**src/logic/sdc_pkg.sv**
```systemverilog
package sdc_pkg;

  // ----------------------------------------------------------------
  // register map
  // ----------------------------------------------------------------
  localparam logic [4:0] ADDR_FAULT          = 5'h00;
  localparam logic [4:0] ADDR_DIAG1          = 5'h01;
  localparam logic [4:0] ADDR_DIAG2          = 5'h02;
  localparam logic [4:0] ADDR_TORQUE_SLEW    = 5'h03;
  localparam logic [4:0] ADDR_OUTPUT_DECAY   = 5'h04;
  localparam logic [4:0] ADDR_STEP_MICRO     = 5'h05;
  localparam logic [4:0] ADDR_FAULT_LOCK     = 5'h06;
  localparam logic [4:0] ADDR_STALL_OPENLOAD = 5'h07;
  localparam logic [4:0] ADDR_STALL_THRESH   = 5'h08;
  localparam logic [4:0] ADDR_TORQUE_COUNT   = 5'h09;
  localparam logic [4:0] ADDR_REVISION       = 5'h0A;

  localparam int unsigned CTRL_NUM           = 7;
  localparam int unsigned IDX_OUTPUT_DECAY   = 1;
  localparam int unsigned IDX_FAULT_LOCK     = 3;
  localparam int unsigned IDX_STALL_OPENLOAD = 4;

  // writable bits per control register, reserved bits stay zero
  localparam logic [7:0] CTRL_WMASK [CTRL_NUM] =
    '{8'hF3, 8'h9F, 8'hFF, 8'h7F, 8'h38, 8'hFF, 8'hFF};
  localparam logic [7:0] EXT_WMASK           = 8'h07;
  localparam logic [7:0] DIAG2_MASK          = 8'hFB;
  localparam logic [7:0] FAULT_RST           = 8'h00;

  // ----------------------------------------------------------------
  // field positions
  // ----------------------------------------------------------------
  localparam int unsigned BIT_OUTPUT_DISABLE = 7;
  localparam int unsigned BIT_CLEAR_FAULT    = 7;
  localparam int unsigned OPEN_LOAD_TIME_FIELD_MSB        = 2;
  localparam int unsigned OPEN_LOAD_TIME_FIELD_LSB        = 1;
  localparam int unsigned BIT_DECAY_BLANK    = 0;
  localparam int unsigned HDR_CLEAR_BIT      = 5;
  localparam int unsigned CMD_RW_BIT         = 6;
  localparam int unsigned CMD_ADDR_MSB       = 5;
  localparam int unsigned CMD_ADDR_LSB       = 1;

  // ----------------------------------------------------------------
  // frame coding
  // ----------------------------------------------------------------
  localparam logic [1:0] STATUS_TAG          = 2'h3;
  localparam logic [1:0] HEADER_TAG          = 2'h2;
  localparam logic [5:0] MAX_DEVICES         = 6'h3F;
  localparam logic [7:0] HEADER_BYTES        = 8'h02;
  localparam logic [7:0] COUNT_FULL          = 8'hFF;

  typedef enum logic [2:0] {
    SDC_IDLE  = 3'h0,
    SDC_COUNT = 3'h1,
    SDC_SECOND_HEADER_BYTE  = 3'h3,
    SDC_BODY  = 3'h2,
    SDC_BAD   = 3'h6
  } sdc_state_e;

endpackage

```
**src/logic/sdc_byte_if.sv**
```systemverilog
`timescale 1ns/100ps

interface sdc_byte_if;
  logic       frame_active;
  logic       frame_end;
  logic       byte_done;
  logic [7:0] rx_byte;
  logic [7:0] byte_cnt;
  logic       bit_partial;
  logic [7:0] tx_byte;

  modport engine (
    output frame_active, frame_end, byte_done, rx_byte, byte_cnt, bit_partial,
    input  tx_byte
  );
  modport framer (
    input  frame_active, frame_end, byte_done, rx_byte, byte_cnt, bit_partial,
    output tx_byte
  );
endinterface

```
**src/logic/sdc_serial_engine.sv**
```systemverilog
`timescale 1ns/100ps

module sdc_serial_engine
  import sdc_pkg::*;
(
  input  wire logic   clock_i,
  input  wire logic   sys_rst_i,
  input  wire logic   chip_select_low_i,
  input  wire logic   serial_clock_i,
  input  wire logic   serial_data_i,
  output logic        serial_data_o,
  output logic        serial_data_oe_o,
  sdc_byte_if.engine  bus
);

  logic [1:0] cs_sync_reg;
  logic [1:0] sclk_sync_reg;
  logic [1:0] sdi_sync_reg;
  logic       sclk_prev_reg;
  logic       active_prev_reg;
  logic [2:0] bit_cnt_reg;
  logic [7:0] rx_shift_reg;
  logic [7:0] tx_shift_reg;
  logic       sclk_fall;
  logic       sclk_rise;

  // ----------------------------------------------------------------
  // pin synchronisers and edge finding
  // ----------------------------------------------------------------
  always_ff @(posedge clock_i) begin
    if (sys_rst_i) begin
      cs_sync_reg     <= 2'h3;
      sclk_sync_reg   <= 2'h0;
      sdi_sync_reg    <= 2'h0;
      sclk_prev_reg   <= 1'b0;
      active_prev_reg <= 1'b0;
    end else begin
      cs_sync_reg     <= {cs_sync_reg[0], chip_select_low_i};
      sclk_sync_reg   <= {sclk_sync_reg[0], serial_clock_i};
      sdi_sync_reg    <= {sdi_sync_reg[0], serial_data_i};
      sclk_prev_reg   <= sclk_sync_reg[1];
      active_prev_reg <= bus.frame_active;
    end
  end

  assign bus.frame_active = ~cs_sync_reg[1];
  assign bus.frame_end    = active_prev_reg & ~bus.frame_active;
  assign sclk_fall        = bus.frame_active & sclk_prev_reg & ~sclk_sync_reg[1];
  assign sclk_rise        = bus.frame_active & ~sclk_prev_reg & sclk_sync_reg[1];
  assign bus.bit_partial  = bit_cnt_reg != 3'h0;
  assign serial_data_oe_o = bus.frame_active;

  // ----------------------------------------------------------------
  // receive: sample on falling edge, msb first
  // ----------------------------------------------------------------
  always_ff @(posedge clock_i) begin
    if (sys_rst_i || !bus.frame_active) begin
      bit_cnt_reg  <= 3'h0;
      bus.byte_cnt <= 8'h00;
      bus.byte_done <= 1'b0;
    end else begin
      bus.byte_done <= sclk_fall && bit_cnt_reg == 3'h7;
      if (sclk_fall) begin
        bit_cnt_reg <= bit_cnt_reg + 3'h1;
        if (bit_cnt_reg == 3'h7 && bus.byte_cnt != COUNT_FULL) begin
          bus.byte_cnt <= bus.byte_cnt + 8'h01;
        end
      end
    end
  end

  always_ff @(posedge clock_i) begin
    if (sys_rst_i) begin
      rx_shift_reg <= 8'h00;
      bus.rx_byte  <= 8'h00;
    end else if (sclk_fall) begin
      rx_shift_reg <= {rx_shift_reg[6:0], sdi_sync_reg[1]};
      if (bit_cnt_reg == 3'h7) begin
        bus.rx_byte <= {rx_shift_reg[6:0], sdi_sync_reg[1]};
      end
    end
  end

  // ----------------------------------------------------------------
  // transmit: drive on rising edge, slot byte loaded at bit 0
  // ----------------------------------------------------------------
  always_ff @(posedge clock_i) begin
    if (sys_rst_i || !bus.frame_active) begin
      serial_data_o <= 1'b0;
      tx_shift_reg  <= 8'h00;
    end else if (sclk_rise) begin
      if (bit_cnt_reg == 3'h0) begin
        serial_data_o <= bus.tx_byte[7];
        tx_shift_reg  <= {bus.tx_byte[6:0], 1'b0};
      end else begin
        serial_data_o <= tx_shift_reg[7];
        tx_shift_reg  <= {tx_shift_reg[6:0], 1'b0};
      end
    end
  end
endmodule // sdc_serial_engine

```
**src/logic/sdc_register_port.sv**
```systemverilog
`timescale 1ns/100ps

// Function
// - chain returns N statuses, both headers, then N report bytes.
// - header clear-fault command clears fault registers at chip-select rise.
// - six-bit header field gives chain length, at most 63 devices.
// - low five bits of second header are ignored by devices.
// - each device emits its own status byte from fault register.
// - emitted status byte has both top bits set to one.
// - position from status bytes before first header; length from header.
// - own address and data captured, all other bytes passed unchanged.
// - command encoding as single device; report is addressed register content.
// - status registers 0x00 to 0x02 are read only.
// - fault register bits: summary, protocol, supplies, current, stall, thermal, load.
// - extended variant adds open-load time and blanking enable at 0x07.
// - variants differ in reset value of output disable bit.
// - sample on falling edge, drive on rising edge, msb first.
// - bit 14 read/write, bits 13..9 address, bits 7..0 data.
module sdc_register_port
  import sdc_pkg::*;
#(
  parameter logic                  EXTENDED_OPTIONS = 1'b0,
  parameter logic                  OUT_DIS_RST_BASE = 1'b0,
  parameter logic                  OUT_DIS_RST_EXT  = 1'b1,
  parameter logic [3:0]            REVISION_ID      = 4'h1, // arbitrary value
  parameter logic [CTRL_NUM*8-1:0] CTRL_RST         = 56'h0
) (
  input  wire logic                  clock_i,
  input  wire logic                  sys_rst_i,
  input  wire logic                  chip_select_low_i,
  input  wire logic                  serial_clock_i,
  input  wire logic                  serial_data_i,
  output logic                       serial_data_o,
  output logic                       serial_data_oe_o,
  input  wire logic                  supply_undervoltage_flag_i,
  input  wire logic                  pump_undervoltage_flag_i,
  input  wire logic                  overcurrent_flag_i,
  input  wire logic                  stall_flag_i,
  input  wire logic                  thermal_flag_i,
  input  wire logic                  open_load_flag_i,
  input  wire logic [7:0]            overcurrent_detail_i,
  input  wire logic [7:0]            thermal_detail_i,
  output logic                       fault_low_o,
  output logic                       output_disable_bit_o,
  output logic [1:0]                 open_load_time_field_o,
  output logic                       decay_blanking_enable_o,
  output logic [CTRL_NUM*8-1:0]      control_regs_o,
  output logic [5:0]                 chain_position_o,
  output logic [5:0]                 chain_length_field_o,
  output logic                       clear_faults_o
);

  localparam logic OUT_DIS_RST = EXTENDED_OPTIONS ? OUT_DIS_RST_EXT : OUT_DIS_RST_BASE;

  sdc_byte_if bus ();

  sdc_state_e  state_reg;
  logic [5:0]  status_cnt_reg;
  logic [5:0]  chain_len_reg;
  logic        clear_req_reg;
  logic [7:0]  cmd_reg;
  logic [7:0]  data_reg;
  logic [6:0]  fault_reg;
  logic [7:0]  diag1_reg;
  logic [7:0]  diag2_reg;
  logic [7:0]  ctrl_reg [CTRL_NUM];
  logic        clear_pulse_reg;
  logic        status_tag;
  logic        header_tag;
  logic [7:0]  own_addr_cnt;
  logic [7:0]  frame_len;
  logic        frame_ok;
  logic        commit;
  logic [4:0]  cmd_addr;
  logic        cmd_read;
  logic        in_ctrl;
  logic [4:0]  ctrl_off;
  logic        write_en;
  logic        clear_now;
  logic [6:0]  fault_set;
  logic [7:0]  fault_view;
  logic [7:0]  report;

  sdc_serial_engine u_engine (
    .clock_i           (clock_i),
    .sys_rst_i         (sys_rst_i),
    .chip_select_low_i (chip_select_low_i),
    .serial_clock_i    (serial_clock_i),
    .serial_data_i     (serial_data_i),
    .serial_data_o     (serial_data_o),
    .serial_data_oe_o  (serial_data_oe_o),
    .bus               (bus.engine)
  );

  // ----------------------------------------------------------------
  // frame decode
  // ----------------------------------------------------------------
  assign status_tag   = bus.rx_byte[7:6] == STATUS_TAG;
  assign header_tag   = bus.rx_byte[7:6] == HEADER_TAG;
  // own address sits after the headers and N-1 foreign status or address bytes, own data is last
  assign own_addr_cnt = {2'h0, chain_len_reg} + HEADER_BYTES;
  assign frame_len    = {1'b0, chain_len_reg, 1'b0} + HEADER_BYTES;
  assign frame_ok     = state_reg == SDC_BODY && !bus.bit_partial &&
                        bus.byte_cnt == frame_len && status_cnt_reg < chain_len_reg;
  assign commit       = bus.frame_end && frame_ok;

  always_ff @(posedge clock_i) begin
    if (sys_rst_i || !bus.frame_active) begin
      state_reg <= SDC_IDLE;
    end else begin
      case (state_reg)
        SDC_IDLE: begin
          state_reg <= SDC_COUNT;
        end
        SDC_COUNT: begin
          if (bus.byte_done) begin
            if (status_tag && status_cnt_reg != MAX_DEVICES) begin
              state_reg <= SDC_COUNT;
            end else if (header_tag && bus.rx_byte[5:0] != 6'h00) begin
              state_reg <= SDC_SECOND_HEADER_BYTE;
            end else begin
              state_reg <= SDC_BAD;
            end
          end
        end
        SDC_SECOND_HEADER_BYTE: begin
          if (bus.byte_done) begin
            state_reg <= header_tag ? SDC_BODY : SDC_BAD;
          end
        end
        SDC_BODY: begin
          state_reg <= SDC_BODY;
        end
        SDC_BAD: begin
          state_reg <= SDC_BAD;
        end
        default: begin
          state_reg <= SDC_IDLE;
        end
      endcase
    end
  end

  always_ff @(posedge clock_i) begin
    if (sys_rst_i || !bus.frame_active) begin
      status_cnt_reg <= 6'h00;
    end else if (state_reg == SDC_COUNT && bus.byte_done && status_tag &&
                 status_cnt_reg != MAX_DEVICES) begin
      status_cnt_reg <= status_cnt_reg + 6'h01;
    end
  end

  always_ff @(posedge clock_i) begin
    if (sys_rst_i) begin
      chain_len_reg <= 6'h00;
    end else if (state_reg == SDC_COUNT && bus.byte_done && header_tag) begin
      chain_len_reg <= bus.rx_byte[5:0];
    end
  end

  always_ff @(posedge clock_i) begin
    if (sys_rst_i || state_reg == SDC_IDLE) begin
      clear_req_reg <= 1'b0;
    end else if (state_reg == SDC_SECOND_HEADER_BYTE && bus.byte_done && header_tag) begin
      clear_req_reg <= bus.rx_byte[HDR_CLEAR_BIT];
    end
  end

  always_ff @(posedge clock_i) begin
    if (sys_rst_i) begin
      cmd_reg  <= 8'h00;
      data_reg <= 8'h00;
    end else if (state_reg == SDC_BODY && bus.byte_done) begin
      if (bus.byte_cnt == own_addr_cnt) begin
        cmd_reg <= bus.rx_byte;
      end
      if (bus.byte_cnt == frame_len) begin
        data_reg <= bus.rx_byte;
      end
    end
  end

  // ----------------------------------------------------------------
  // command decode and register access
  // ----------------------------------------------------------------
  assign cmd_addr  = cmd_reg[CMD_ADDR_MSB:CMD_ADDR_LSB];
  assign cmd_read  = cmd_reg[CMD_RW_BIT];
  assign in_ctrl   = cmd_addr >= ADDR_TORQUE_SLEW && cmd_addr <= ADDR_TORQUE_COUNT;
  assign ctrl_off  = cmd_addr - ADDR_TORQUE_SLEW;
  assign write_en  = commit && !cmd_read && in_ctrl;
  assign clear_now = commit && (clear_req_reg ||
                     (write_en && cmd_addr == ADDR_FAULT_LOCK &&
                      data_reg[BIT_CLEAR_FAULT]));

  for (genvar i = 0; i < CTRL_NUM; i++) begin : g_ctrl
    localparam logic [7:0] BASE = CTRL_RST[i*8 +: 8];
    localparam logic [7:0] MASK = CTRL_WMASK[i] |
      ((i == IDX_STALL_OPENLOAD && EXTENDED_OPTIONS) ? EXT_WMASK : 8'h00);
    localparam logic [7:0] RST  = (i == IDX_OUTPUT_DECAY) ?
      {OUT_DIS_RST, BASE[6:0]} : BASE;

    always_ff @(posedge clock_i) begin
      if (sys_rst_i) begin
        ctrl_reg[i] <= RST & MASK;
      end else if (write_en && cmd_addr == 5'(ADDR_TORQUE_SLEW + i)) begin
        ctrl_reg[i] <= data_reg & MASK;
      end
    end

    assign control_regs_o[i*8 +: 8] = ctrl_reg[i];
  end

  // ----------------------------------------------------------------
  // fault latches, set wins over clear
  // ----------------------------------------------------------------
  assign fault_set = {bus.frame_end && !frame_ok, supply_undervoltage_flag_i,
                      pump_undervoltage_flag_i, overcurrent_flag_i, stall_flag_i,
                      thermal_flag_i, open_load_flag_i};

  always_ff @(posedge clock_i) begin
    if (sys_rst_i) begin
      fault_reg <= FAULT_RST[6:0];
      diag1_reg <= FAULT_RST;
      diag2_reg <= FAULT_RST;
    end else begin
      fault_reg <= (clear_now ? 7'h00 : fault_reg) | fault_set;
      diag1_reg <= (clear_now ? 8'h00 : diag1_reg) | overcurrent_detail_i;
      diag2_reg <= (clear_now ? 8'h00 : diag2_reg) | (thermal_detail_i & DIAG2_MASK);
    end
  end

  always_ff @(posedge clock_i) begin
    if (sys_rst_i) begin
      clear_pulse_reg <= 1'b0;
    end else begin
      clear_pulse_reg <= clear_now;
    end
  end

  assign fault_view = {|fault_reg, fault_reg};

  always_comb begin
    report = 8'h00;
    case (cmd_addr)
      ADDR_FAULT: report = fault_view;
      ADDR_DIAG1: report = diag1_reg;
      ADDR_DIAG2: report = diag2_reg;
      ADDR_REVISION: report = {4'h0, REVISION_ID};
      default: begin
        if (in_ctrl) begin
          report = ctrl_reg[ctrl_off[2:0]];
        end
      end
    endcase
  end

  // ----------------------------------------------------------------
  // outgoing slot: status, report, or the previous byte
  // ----------------------------------------------------------------
  always_comb begin
    bus.tx_byte = bus.rx_byte;
    if (bus.byte_cnt == 8'h00) begin
      bus.tx_byte = {STATUS_TAG, fault_reg[5:0]};
    end else if (state_reg == SDC_BODY && bus.byte_cnt == own_addr_cnt) begin
      bus.tx_byte = report;
    end
  end

  assign fault_low_o             = ~|fault_reg;
  assign output_disable_bit_o    = ctrl_reg[IDX_OUTPUT_DECAY][BIT_OUTPUT_DISABLE];
  assign open_load_time_field_o  = ctrl_reg[IDX_STALL_OPENLOAD][OPEN_LOAD_TIME_FIELD_MSB:OPEN_LOAD_TIME_FIELD_LSB];
  assign decay_blanking_enable_o = ctrl_reg[IDX_STALL_OPENLOAD][BIT_DECAY_BLANK];
  assign chain_position_o        = status_cnt_reg + 6'h01;
  assign chain_length_field_o    = chain_len_reg;
  assign clear_faults_o          = clear_pulse_reg;
endmodule // sdc_register_port

```
**config.mk**
```make
export PLATFORM = sky130hd
export DESIGN_NAME = sdc_register_port
export DESIGN_NICKNAME = d
export VERILOG_FILES = /design/src/logic/sdc_pkg.sv /design/src/logic/sdc_byte_if.sv /design/src/logic/sdc_serial_engine.sv /design/src/logic/sdc_register_port.sv
export SDC_FILE = /design/constraint.sdc
export NUM_CORES = 1
export LEC_CHECK = 0
export BUFFER_PORTS_ARGS = -buffer_cell sky130_fd_sc_hd__buf_4
export CAP_MARGIN = 20
export CORE_AREA = 3 3 111 155
export DETAILED_ROUTE_END_ITERATION = 10
export DIE_AREA = 0 0 114 158
export GPL_TIMING_DRIVEN = 0
export SLEW_MARGIN = 20
export SYNTH_ARGS = -nofsm -noshare
export SYNTH_HDL_FRONTEND = slang
export SYNTH_SLANG_ARGS = --single-unit
```
**constraint.sdc**
```tcl
create_clock -name clock_i -period 3.5 [get_ports clock_i]
set_input_delay 0.175 -clock clock_i [delete_from_list [all_inputs] [get_ports clock_i]]
set_output_delay 0.175 -clock clock_i [all_outputs]
set_load 0.01 [all_outputs]
```
Yosys cells after proc, flatten, opt, wreduce, memory -nomap -nowiden. Memory sizes are Yosys's and may differ from the RTL's. Cells that the tools add are included. Widths: inputs -> output; s select.

Register bits after elaboration: 99. Bits in writable memories: 56. Input port bits: 27. Output and inout port bits: 76. Word-level logic and storage cells: 166. Memories: 1.

Add/sub/neg operators: 6. Order comparisons: 3. Equal/unequal tests: 23. Mux-type cells: 45. Bitwise operators: 18. Reductions and logical operators: 48.

Memories: ctrl_reg (depth 7, bits a word 8, read ports 8, clocked after Yosys merged registers in 0, write ports 7, RTL line sdc_register_port.sv:66) `logic [7:0] ctrl_reg [CTRL_NUM];`.

Operator list (number): $mux 8 (13); $pmux 8 s4 (1); $logic_and 1x1->1 (29); $mux 1 (24); $eq 5x3->1 const B (4); $or 8x8->8 (2); $eq 5x4->1 const B (3); $mux 3 (5); $pmux 3 s5 (1); $eq 5x2->1 const B (2); $reduce_and 2->1 (5); $add 7x2->8 const B (1); $add 8x1->8 const B (1); $eq 8x7->1 (1); $eq 8x8->1 (1); $logic_not 8->1 (1); $ne 8x8->1 const B (1); $add 6x2->7 const B (1); $mux 7 (1); $or 1x1->1 (7); $or 7x7->7 (1); $reduce_or 7->1 (1); $add 6x1->6 const B (1); $eq 3x2->1 const B (2); 19 further kinds (34).

Logic depth before layout (Yosys ltp). Gate-level depths: netlist of the first run.

Depth in word-level cells: 14. Gate-level depth with buffers: 11. Depth with buffers taken out: 9.

Modules after synthesis. Synthesis of the first run repeated with hierarchy kept, for this count alone.

Cells, all modules: 687. Area, all modules: 7095.6 sq um.

Modules (own cells, without submodules): sdc_register_port (instances 1, cells an instance 505, area an instance 5327.6 sq um, seq. area each 2442.3 sq um); sdc_serial_engine (instances 1, cells an instance 182, area an instance 1767.9 sq um, seq. area each 860.8 sq um).

Worst setup path before layout of the first run. Ideal clock, no wire load.

Path type: register -> register. Start: register chain_len_reg[0] (netlist: chain_length_field_o[0]). End: memory ctrl_reg[2][0] (enable). Setup time: 375 ps. Arrival: 2656 ps. Required time: 3125 ps. Setup slack: 470 ps. Cell stages (with the launch flop): 9. Buffers on the path: 2. Period minus slack after synthesis: 3030 ps. Path through: dfxtp_1 -> ha_1 -> xor2_1 -> or4_4 -> a211oi_4 -> nand4b_1 -> buf_2 -> buf_6 -> o21bai_1.

RTL lines: start, declared (RTL line sdc_register_port.sv:59) `logic [5:0] chain_len_reg;`; start signal, assigned (RTL line sdc_register_port.sv:157) `chain_len_reg <= bus.rx_byte[5:0];`; end, declared (RTL line sdc_register_port.sv:66).

==> impl_metrics.sql, run 1 <==
INSERT INTO impl_metrics (metric_group, metric, value, unit) VALUES
('outcome', 'status', 'complete, no violations', ''),
('floorplanning', 'die_height', '158', 'um'),
('placement', 'post-dp-hpwl', '15320', 'um'),
('cts', 'clock_latency', '0.42', 'ns'),
('drt', 'wirelength', '19790', 'um'),
('placement', 'routabilityCongestion', '0.8877', ''),
('global_routing', 'grt_use_total', '22.53', '%'),
('floorplanning', 'core', '15810', 'um2'),
('floorplanning', 'initial_core_util', '44.88', '%'),
('power', 'power_density', '427.9', 'nW/um2'),
('drt', 'route.layer.met1.wl', '7928', 'um'),
('placement', 'detailed_place.area', '8046', 'um2'),
('drt', 'ant_nets', '0', ''),
('worst_setup_path', 'worst-path-max-fanout', '10', ''),
('synthesis', 'post_synth_inst_count', '746', ''),
('timing', 'worst_clock_skew', '0.009798', 'ns'),
('min_path', 'hold_class', 'primary input to flop', ''),
('synthesis', 'synth_area_leader_cell', 'sky130_fd_sc_hd__dfxtp_1', ''),
('finish', 'area_growth', '22.38', '%'),
('finish', 'antenna_cells', '0', ''),
('synthesis', 'synthTopCellsByArea', 'sky130_fd_sc_hd__dfxtp_1 (27%), sky130_fd_sc_hd__edfxtp_1 (19%), sky130_fd_sc_hd__mux2i_1 (5.5%)', ''),
('finish', 'post-route-cell-area', '8683', 'um2'),
('timing', 'worst-slew-pin-transition', '1.067', 'ns'),
('power', 'pwr-share-seq', '47.6', '%'),
('global_routing', 'global_route_wire_length_before_repair', '31220', 'um'),
('power', 'total_leakage_power', '3.463', 'nW'),
('finish', 'mostFrequentLayoutCells', 'sky130_fd_sc_hd__buf_4 (103), sky130_fd_sc_hd__dfxtp_1 (96), sky130_fd_sc_hd__nor2_1 (91), sky130_fd_sc_hd__nand2_1 (52), sky130_fd_sc_hd__nor3_1 (50)', ''),
('min_path', 'worst_hold_startpoint', 'serial_data_i', ''),
('finish', 'largest_register_ff_count', '46', ''),
('drt', 'dr.pass1.iters', '5', ''),
('worst_setup_path', 'worst_r2r_startpoint', 'chain_length_field_o[0]', ''),
('cts', 'cts_max_path_buffers', '2', ''),
('floorplanning', 'pin_count', '103', ''),
('finish', 'final_layout_size_suffix_gt1_share', '20.11', '%'),
('worst_setup_path', 'crit-reg2reg-capture', 'ctrl_reg[3][1]', ''),
('drt', 'drc', '0', ''),
('drt', 'drt-initial-drc-count', '317', ''),
('cts', 'cts_buffers', '17', ''),
('synthesis', 'avgSynthCellArea', '9.511', 'um2'),
('finish', 'multiInputGateArea', '3510', 'um2'),
('cts', 'cts.root.buffer_cell', 'sky130_fd_sc_hd__clkbuf_16', ''),
('global_routing', 'grt_overflow_total', '0', ''),
('timing', 'rsz0062_at_grt', 'false', ''),
('finish', 'fin_nets', '911', ''),
('power', 'clkPwrFrac', '47.7', '%'),
('drt', 'detail_route.vias_per_cell', '5.453', ''),
('min_path', 'worstHoldEndpoint', 'u_engine.sdi_sync_reg[0]', ''),
('synthesis', 'edff_count_synth', '46', ''),
('cts', 'clk_pin_slew', '0.06', 'ns'),
('timing', 'timing_max_transition_violations_final', '0', ''),
('power', 'switchingPower', '824.7', 'uW'),
('min_path', 'min_path_cells', '2', ''),
('timing', 'period_share', '95.50', '%'),
('worst_setup_path', 'sort_of_element_at_the_end_of_the_critical_path', 'flop', ''),
('placement', 'buffer_ports.inserted', '88', ''),
('worst_setup_path', 'sort_of_element_at_the_start_of_the_critical_path', 'flop', ''),
('drt', 'total_number_of_vias', '5867', ''),
('synthesis', 'yosysTopAreaCellShare', '27.09', '%'),
('placement', 'dpl.cell_count', '1042', ''),
('worst_setup_path', 'critPathArrivalTime', '3.41', 'ns'),
('global_routing', 'grt_antenna_before_repair', '0', ''),
('drt', 'dr.max_layer_used', 'met4', ''),
('cts', 'h_tree_level_count', '4', ''),
('power', 'sw_frac_of_total', '22.19', '%'),
('timing', 'max_clock_freq', '299.2', 'MHz'),
('finish', 'nFillCells', '1462', ''),
('power', 'irDropWorstVdd', '0.3382', 'mV'),
('flow_run', 'cap_violations', '0', ''),
('power', 'combPwrFrac', '4.7', '%'),
('worst_setup_path', 'r2r_cells', '8', ''),
('cts', 'clock_sinks', '142', '');
## final cells by class
| class | instances | share of cell area (%) |
|---|---|---|
| flip-flops and latches | 142 | 38.04 |
| clock buffers | 21 | 5.576 |
| multi-input cells | 540 | 40.42 |
| plain buffers | 56 | 3.242 |
| inverters | 20 | 0.8646 |
| repair buffers | 90 | 7.839 |
| clock inverters | 11 | 1.196 |
| well taps | 196 | 2.824 |
## cells in the mapped netlist, drive strengths merged, types with 3 or more instances
cell type / n
dfxtp: 96
nor2: 91
nor3: 58
nand2: 52
and2: 47
edfxtp: 46
mux2i: 39
clkbuf: 32
a21oi: 29
buf: 24
nand3: 22
inv: 20
o21ai: 18
ha: 17
xor2: 15
nor2b: 12
xnor2: 12
o21bai: 9
a221oi: 8
o211ai: 7
a31oi: 6
and3: 6
nand2b: 6
nand4: 6
nor4: 5
o31ai: 5
or2: 5
or3: 5
a211oi: 4
a21o: 4
a222oi: 3
mux4: 3
o221a: 3
o221ai: 3
or4: 3
## cell families after synthesis
family                   synth area share, %
AO/OA/AOI/OAI                          11.34
XOR/XNOR                               3.333
adder cells (fa/ha/maj)                2.998
flip-flops                             46.55
AND/OR/NAND/NOR                        23.95
multiplexers                           6.771
other                                0.05285
buffers and inverters                  5.008
## worst max-delay path, stage by stage (launching register included)
cell and delay [ns]:
sky130_fd_sc_hd__dfxtp_1 0.53, sky130_fd_sc_hd__ha_1 0.31, sky130_fd_sc_hd__xor2_1 0.14, sky130_fd_sc_hd__or4_4 0.53, sky130_fd_sc_hd__a211oi_4 0.34, sky130_fd_sc_hd__nand4b_1 0.25, sky130_fd_sc_hd__buf_2 0.28, sky130_fd_sc_hd__buf_6 0.19
sky130_fd_sc_hd__o21bai_2 0.41
## power by group through the flow
stage	sequential (mW)	combinational (mW)	clock (mW)
5_1_grt	1.77	0.188	1.88
2_1_floorplan	1.80	0.0798	0
6_report	1.77	0.173	1.77
3_3_place_gp	1.80	0.168	0
3_5_place_dp	1.80	0.170	0
4_1_cts	1.77	0.173	1.81
## metrics by stage
stage	hold WS [ns]	utilization (%)	setup slack [ns]	power, mW	setup TNS (ns)
after detailed placement	0.3651	50.89	-0.1190	1.974	-2.538
after global placement	0.3601	50.89	-0.1213	1.971	-1.994
after floorplan	0.2788	-	0.4697	1.882	0
after global routing	0.01787	54.92	0.009377	3.840	0
final	0.01040	54.92	0.1574	3.716	0
after CTS	0.009237	54.77	-0.09895	3.750	-2.218
## timing repair
item,in CTS,in global routing
setup buffers,0,0
cloned,0,0
resized for setup,2,6
hold buffers,2,0
endpoints found under the hold margin,2,0
endpoints found under the setup margin,32,40
pin swaps,0,0
## metal layers
metal / GRT usage [%] / vias up
met5: 0 / -
met1: 25.90 / 2817
met4: 9.055 / 0
met2: 40.79 / 159
li1: - / 2859
met3: 4.436 / 32
## worst max-delay path by stage
stage | from | to | slack (ns) | cells after the start
CTS | chain_length_field_o[0] | ctrl_reg[5][1] | -0.1 | 8
global placement | chain_length_field_o[0] | ctrl_reg[3][3] | -0.12 | 8
finish | chain_length_field_o[0] | ctrl_reg[3][1] | 0.16 | 8
global route | chain_length_field_o[0] | ctrl_reg[2][7] | 0.009 | 8
detailed placement | chain_length_field_o[0] | ctrl_reg[3][4] | -0.12 | 8
floorplan | chain_length_field_o[0] | ctrl_reg[2][0] | 0.47 | 8
Note: power is estimated with default switching activity, not from simulation.
==> run 2, diff against run 1 <==
PLACE_DENSITY = 0.67   (was not set)
clock period = 2.95 ns   (was 3.5 ns; I/O delays follow)
==> impl_metrics.sql, run 2 (synthesized netlist as in run 1, its figures left out) <==
INSERT INTO impl_metrics (metric_group, metric, value, unit) VALUES
('outcome', 'status', 'complete, no violations', ''),
('floorplanning', 'initial_core_util', '44.88', '%'),
('drt', 'dr.pass1.iters', '6', ''),
('finish', 'final_layout_size_suffix_gt1_share', '20.99', '%'),
('drt', 'drt-initial-drc-count', '372', ''),
('timing', 'setup_ws', '0.05685', 'ns'),
('timing', 'worst-slew-pin-transition', '0.8759', 'ns'),
('floorplanning', 'core', '15810', 'um2'),
('placement', 'detailedPlace.worstSlack', '-0.6202', 'ns'),
('finish', 'layoutNonFillerInstCount', '1101', ''),
('floorplanning', 'die_height', '158', 'um'),
('flow_run', 'cap_violations', '0', ''),
('timing', 'timing_max_transition_violations_final', '0', ''),
('placement', 'dpl.cell_count', '1042', ''),
('finish', 'antenna_cells', '0', ''),
('worst_setup_path', 'crit-reg2reg-capture', 'ctrl_reg[6][5]', ''),
('worst_setup_path', 'worst-path-max-fanout', '10', ''),
('cts', 'cts_tree', 'built', ''),
('cts', 'clock_sinks', '142', ''),
('drt', 'drt-wirelength-per-cell', '17.55', 'um'),
('finish', 'fin_nets', '936', ''),
('cts', 'clk_pin_slew', '0.06', 'ns'),
('worst_setup_path', 'r2r_setup_slack', '0.06', 'ns'),
('finish', 'post-route-util', '57.34', '%'),
('timing', 'slew-limit-headroom', '41.19', '%'),
('worst_setup_path', 'critPathArrivalTime', '2.99', 'ns'),
('finish', 'mostFrequentLayoutCell', 'sky130_fd_sc_hd__buf_4', ''),
('cts', 'clock_latency', '0.43', 'ns'),
('placement', 'routabilityCongestion', '0.9324', ''),
('floorplanning', 'fp.dieArea', '18010', 'um2'),
('power', 'power_density', '507.8', 'nW/um2'),
('timing', 'setup_viol', '0', ''),
('cts', 'cts_buffers', '17', ''),
('min_path', 'hold_class', 'primary input to flop', ''),
('global_routing', 'grt_antenna_before_repair', '0', ''),
('drt', 'total_number_of_vias', '5966', ''),
('worst_setup_path', 'critical_path_class', 'flop to flop', ''),
('worst_setup_path', 'critical_path_data_required_time', '3.05', 'ns'),
('worst_setup_path', 'sort_of_element_at_the_end_of_the_critical_path', 'flop', ''),
('worst_setup_path', 'sort_of_element_at_the_start_of_the_critical_path', 'flop', ''),
('global_routing', 'grt_start_max_net_pins', '17', ''),
('timing', 'period_share', '98.07', '%'),
('cts', 'h_tree_level_count', '4', ''),
('worst_setup_path', 'worst_r2r_startpoint', 'chain_length_field_o[0]', ''),
('timing', 'report.final.hold_viol_count', '0', ''),
('global_routing', 'grt_overflow_total', '0', ''),
('worst_setup_path', 'r2r_cells', '8', ''),
('floorplanning', 'pin_count', '103', ''),
('cts', 'cts_max_path_buffers', '2', ''),
('min_path', 'worstHoldEndpoint', 'diag1_reg[7]', ''),
('drt', 'drc', '0', ''),
('floorplanning', 'die_x', '114', 'um'),
('min_path', 'min_path_cells', '3', ''),
('floorplanning', 'num_rows', '54', ''),
('global_routing', 'grt_use_total', '21.91', '%'),
('finish', 'mostFrequentLayoutCells', 'sky130_fd_sc_hd__buf_4 (107), sky130_fd_sc_hd__dfxtp_1 (94), sky130_fd_sc_hd__nor2_1 (91), sky130_fd_sc_hd__nand2_1 (52), sky130_fd_sc_hd__nor3_1 (50)', ''),
('timing', 'timing.hold.ws', '0.007947', 'ns'),
('min_path', 'worst_hold_startpoint', 'overcurrent_detail_i[7]', ''),
('placement', 'post-dp-hpwl', '13950', 'um'),
('placement', 'buffer_ports.inserted', '88', ''),
('drt', 'wirelength', '19320', 'um'),
('timing', 'post-route-min-period', '2.893', 'ns'),
('power', 'total_leakage_power', '3.610', 'nW'),
('finish', 'largest_register_ff_count', '46', ''),
('finish', 'area_growth', '27.76', '%'),
('timing', 'worst_clock_skew', '0.006735', 'ns'),
('global_routing', 'first_global_vias', '5777', ''),
('cts', 'cts.root.buffer_cell', 'sky130_fd_sc_hd__clkbuf_16', ''),
('timing', 'max_clock_freq', '345.6', 'MHz'),
('drt', 'ant_nets', '0', ''),
('global_routing', 'global_route_wire_length_before_repair', '30590', 'um'),
('power', 'irDropWorstVdd', '0.3835', 'mV'),
('drt', 'detail_route.vias_per_cell', '5.419', '');
-- run 2: metrics by stage --
step | power (mW) | TNS (ns) | cell area [um2]
6_report | 4.603 | 0 | 9065
5_1_grt | 4.727 | -0.004945 | 9065
4_1_cts | 4.624 | 0 | 9021
3_5_place_dp | 2.340 | -26.07 | 8046
3_3_place_gp | 2.337 | -25.97 | 8046
2_1_floorplan | 2.233 | -2.147 | 7141
-- run 2: worst max-delay path by stage --
stage	start	to	slack [ns]	depth (start not counted)
final	chain_length_field_o[0]	ctrl_reg[6][5]	0.06	8
after global routing	chain_length_field_o[0]	ctrl_reg[6][5]	-0.004	8
after CTS	chain_length_field_o[0]	ctrl_reg[6][5]	0.008	8
after detailed placement	chain_length_field_o[0]	ctrl_reg[2][4]	-0.62	8
after global placement	chain_length_field_o[0]	ctrl_reg[3][4]	-0.63	8
after floorplan	chain_length_field_o[0]	ctrl_reg[2][0]	-0.08	8
-- run 2: routing by layer --
metal / GRT usage (%) / up-vias / wire (um)
met2: 37.52 / 204 / 9744
met5: 0 / - / 0
met3: 3.977 / 61 / 1060
li1: - / 2914 / -
met1: 25.83 / 2787 / 7676
met4: 12.11 / 0 / 839
-- run 2: area by class of cell --
class / count / area (um2)
Sequential cell: 142 / 3308
Timing Repair Buffer: 115 / 953.4
Tap cell: 196 / 245.2
Multi-Input combinational cell: 540 / 3570
Fill cell: 1397 / 6745
Clock inverter: 13 / 187.7
Clock buffer: 19 / 432.9
Buffer: 56 / 292.8
Inverter: 20 / 75.07
-- run 2: critical path, cell delays in order, from the launching register on --
cell                       delay (ns)
sky130_fd_sc_hd__dfxtp_4         0.38
sky130_fd_sc_hd__ha_1            0.31
sky130_fd_sc_hd__xor2_1          0.14
sky130_fd_sc_hd__or4_4           0.53
sky130_fd_sc_hd__a211oi_4        0.28
sky130_fd_sc_hd__nand4b_1        0.19
sky130_fd_sc_hd__buf_4           0.24
sky130_fd_sc_hd__buf_6           0.18
sky130_fd_sc_hd__o21bai_4        0.30
-- run 2: report_power, final --
part	internal, mW	switching (mW)
clock	1.42	0.846
combinational	0.127	0.114
sequential	2.06	0.0355
-- run 2: what timing repair did --
action,4_1_cts,5_1_grt
endpoints found under the hold margin,21,0
pin swaps,4,4
gates resized for setup,19,13
setup endpoints to repair,60,59
hold buffers,21,0
setup buffers,3,3
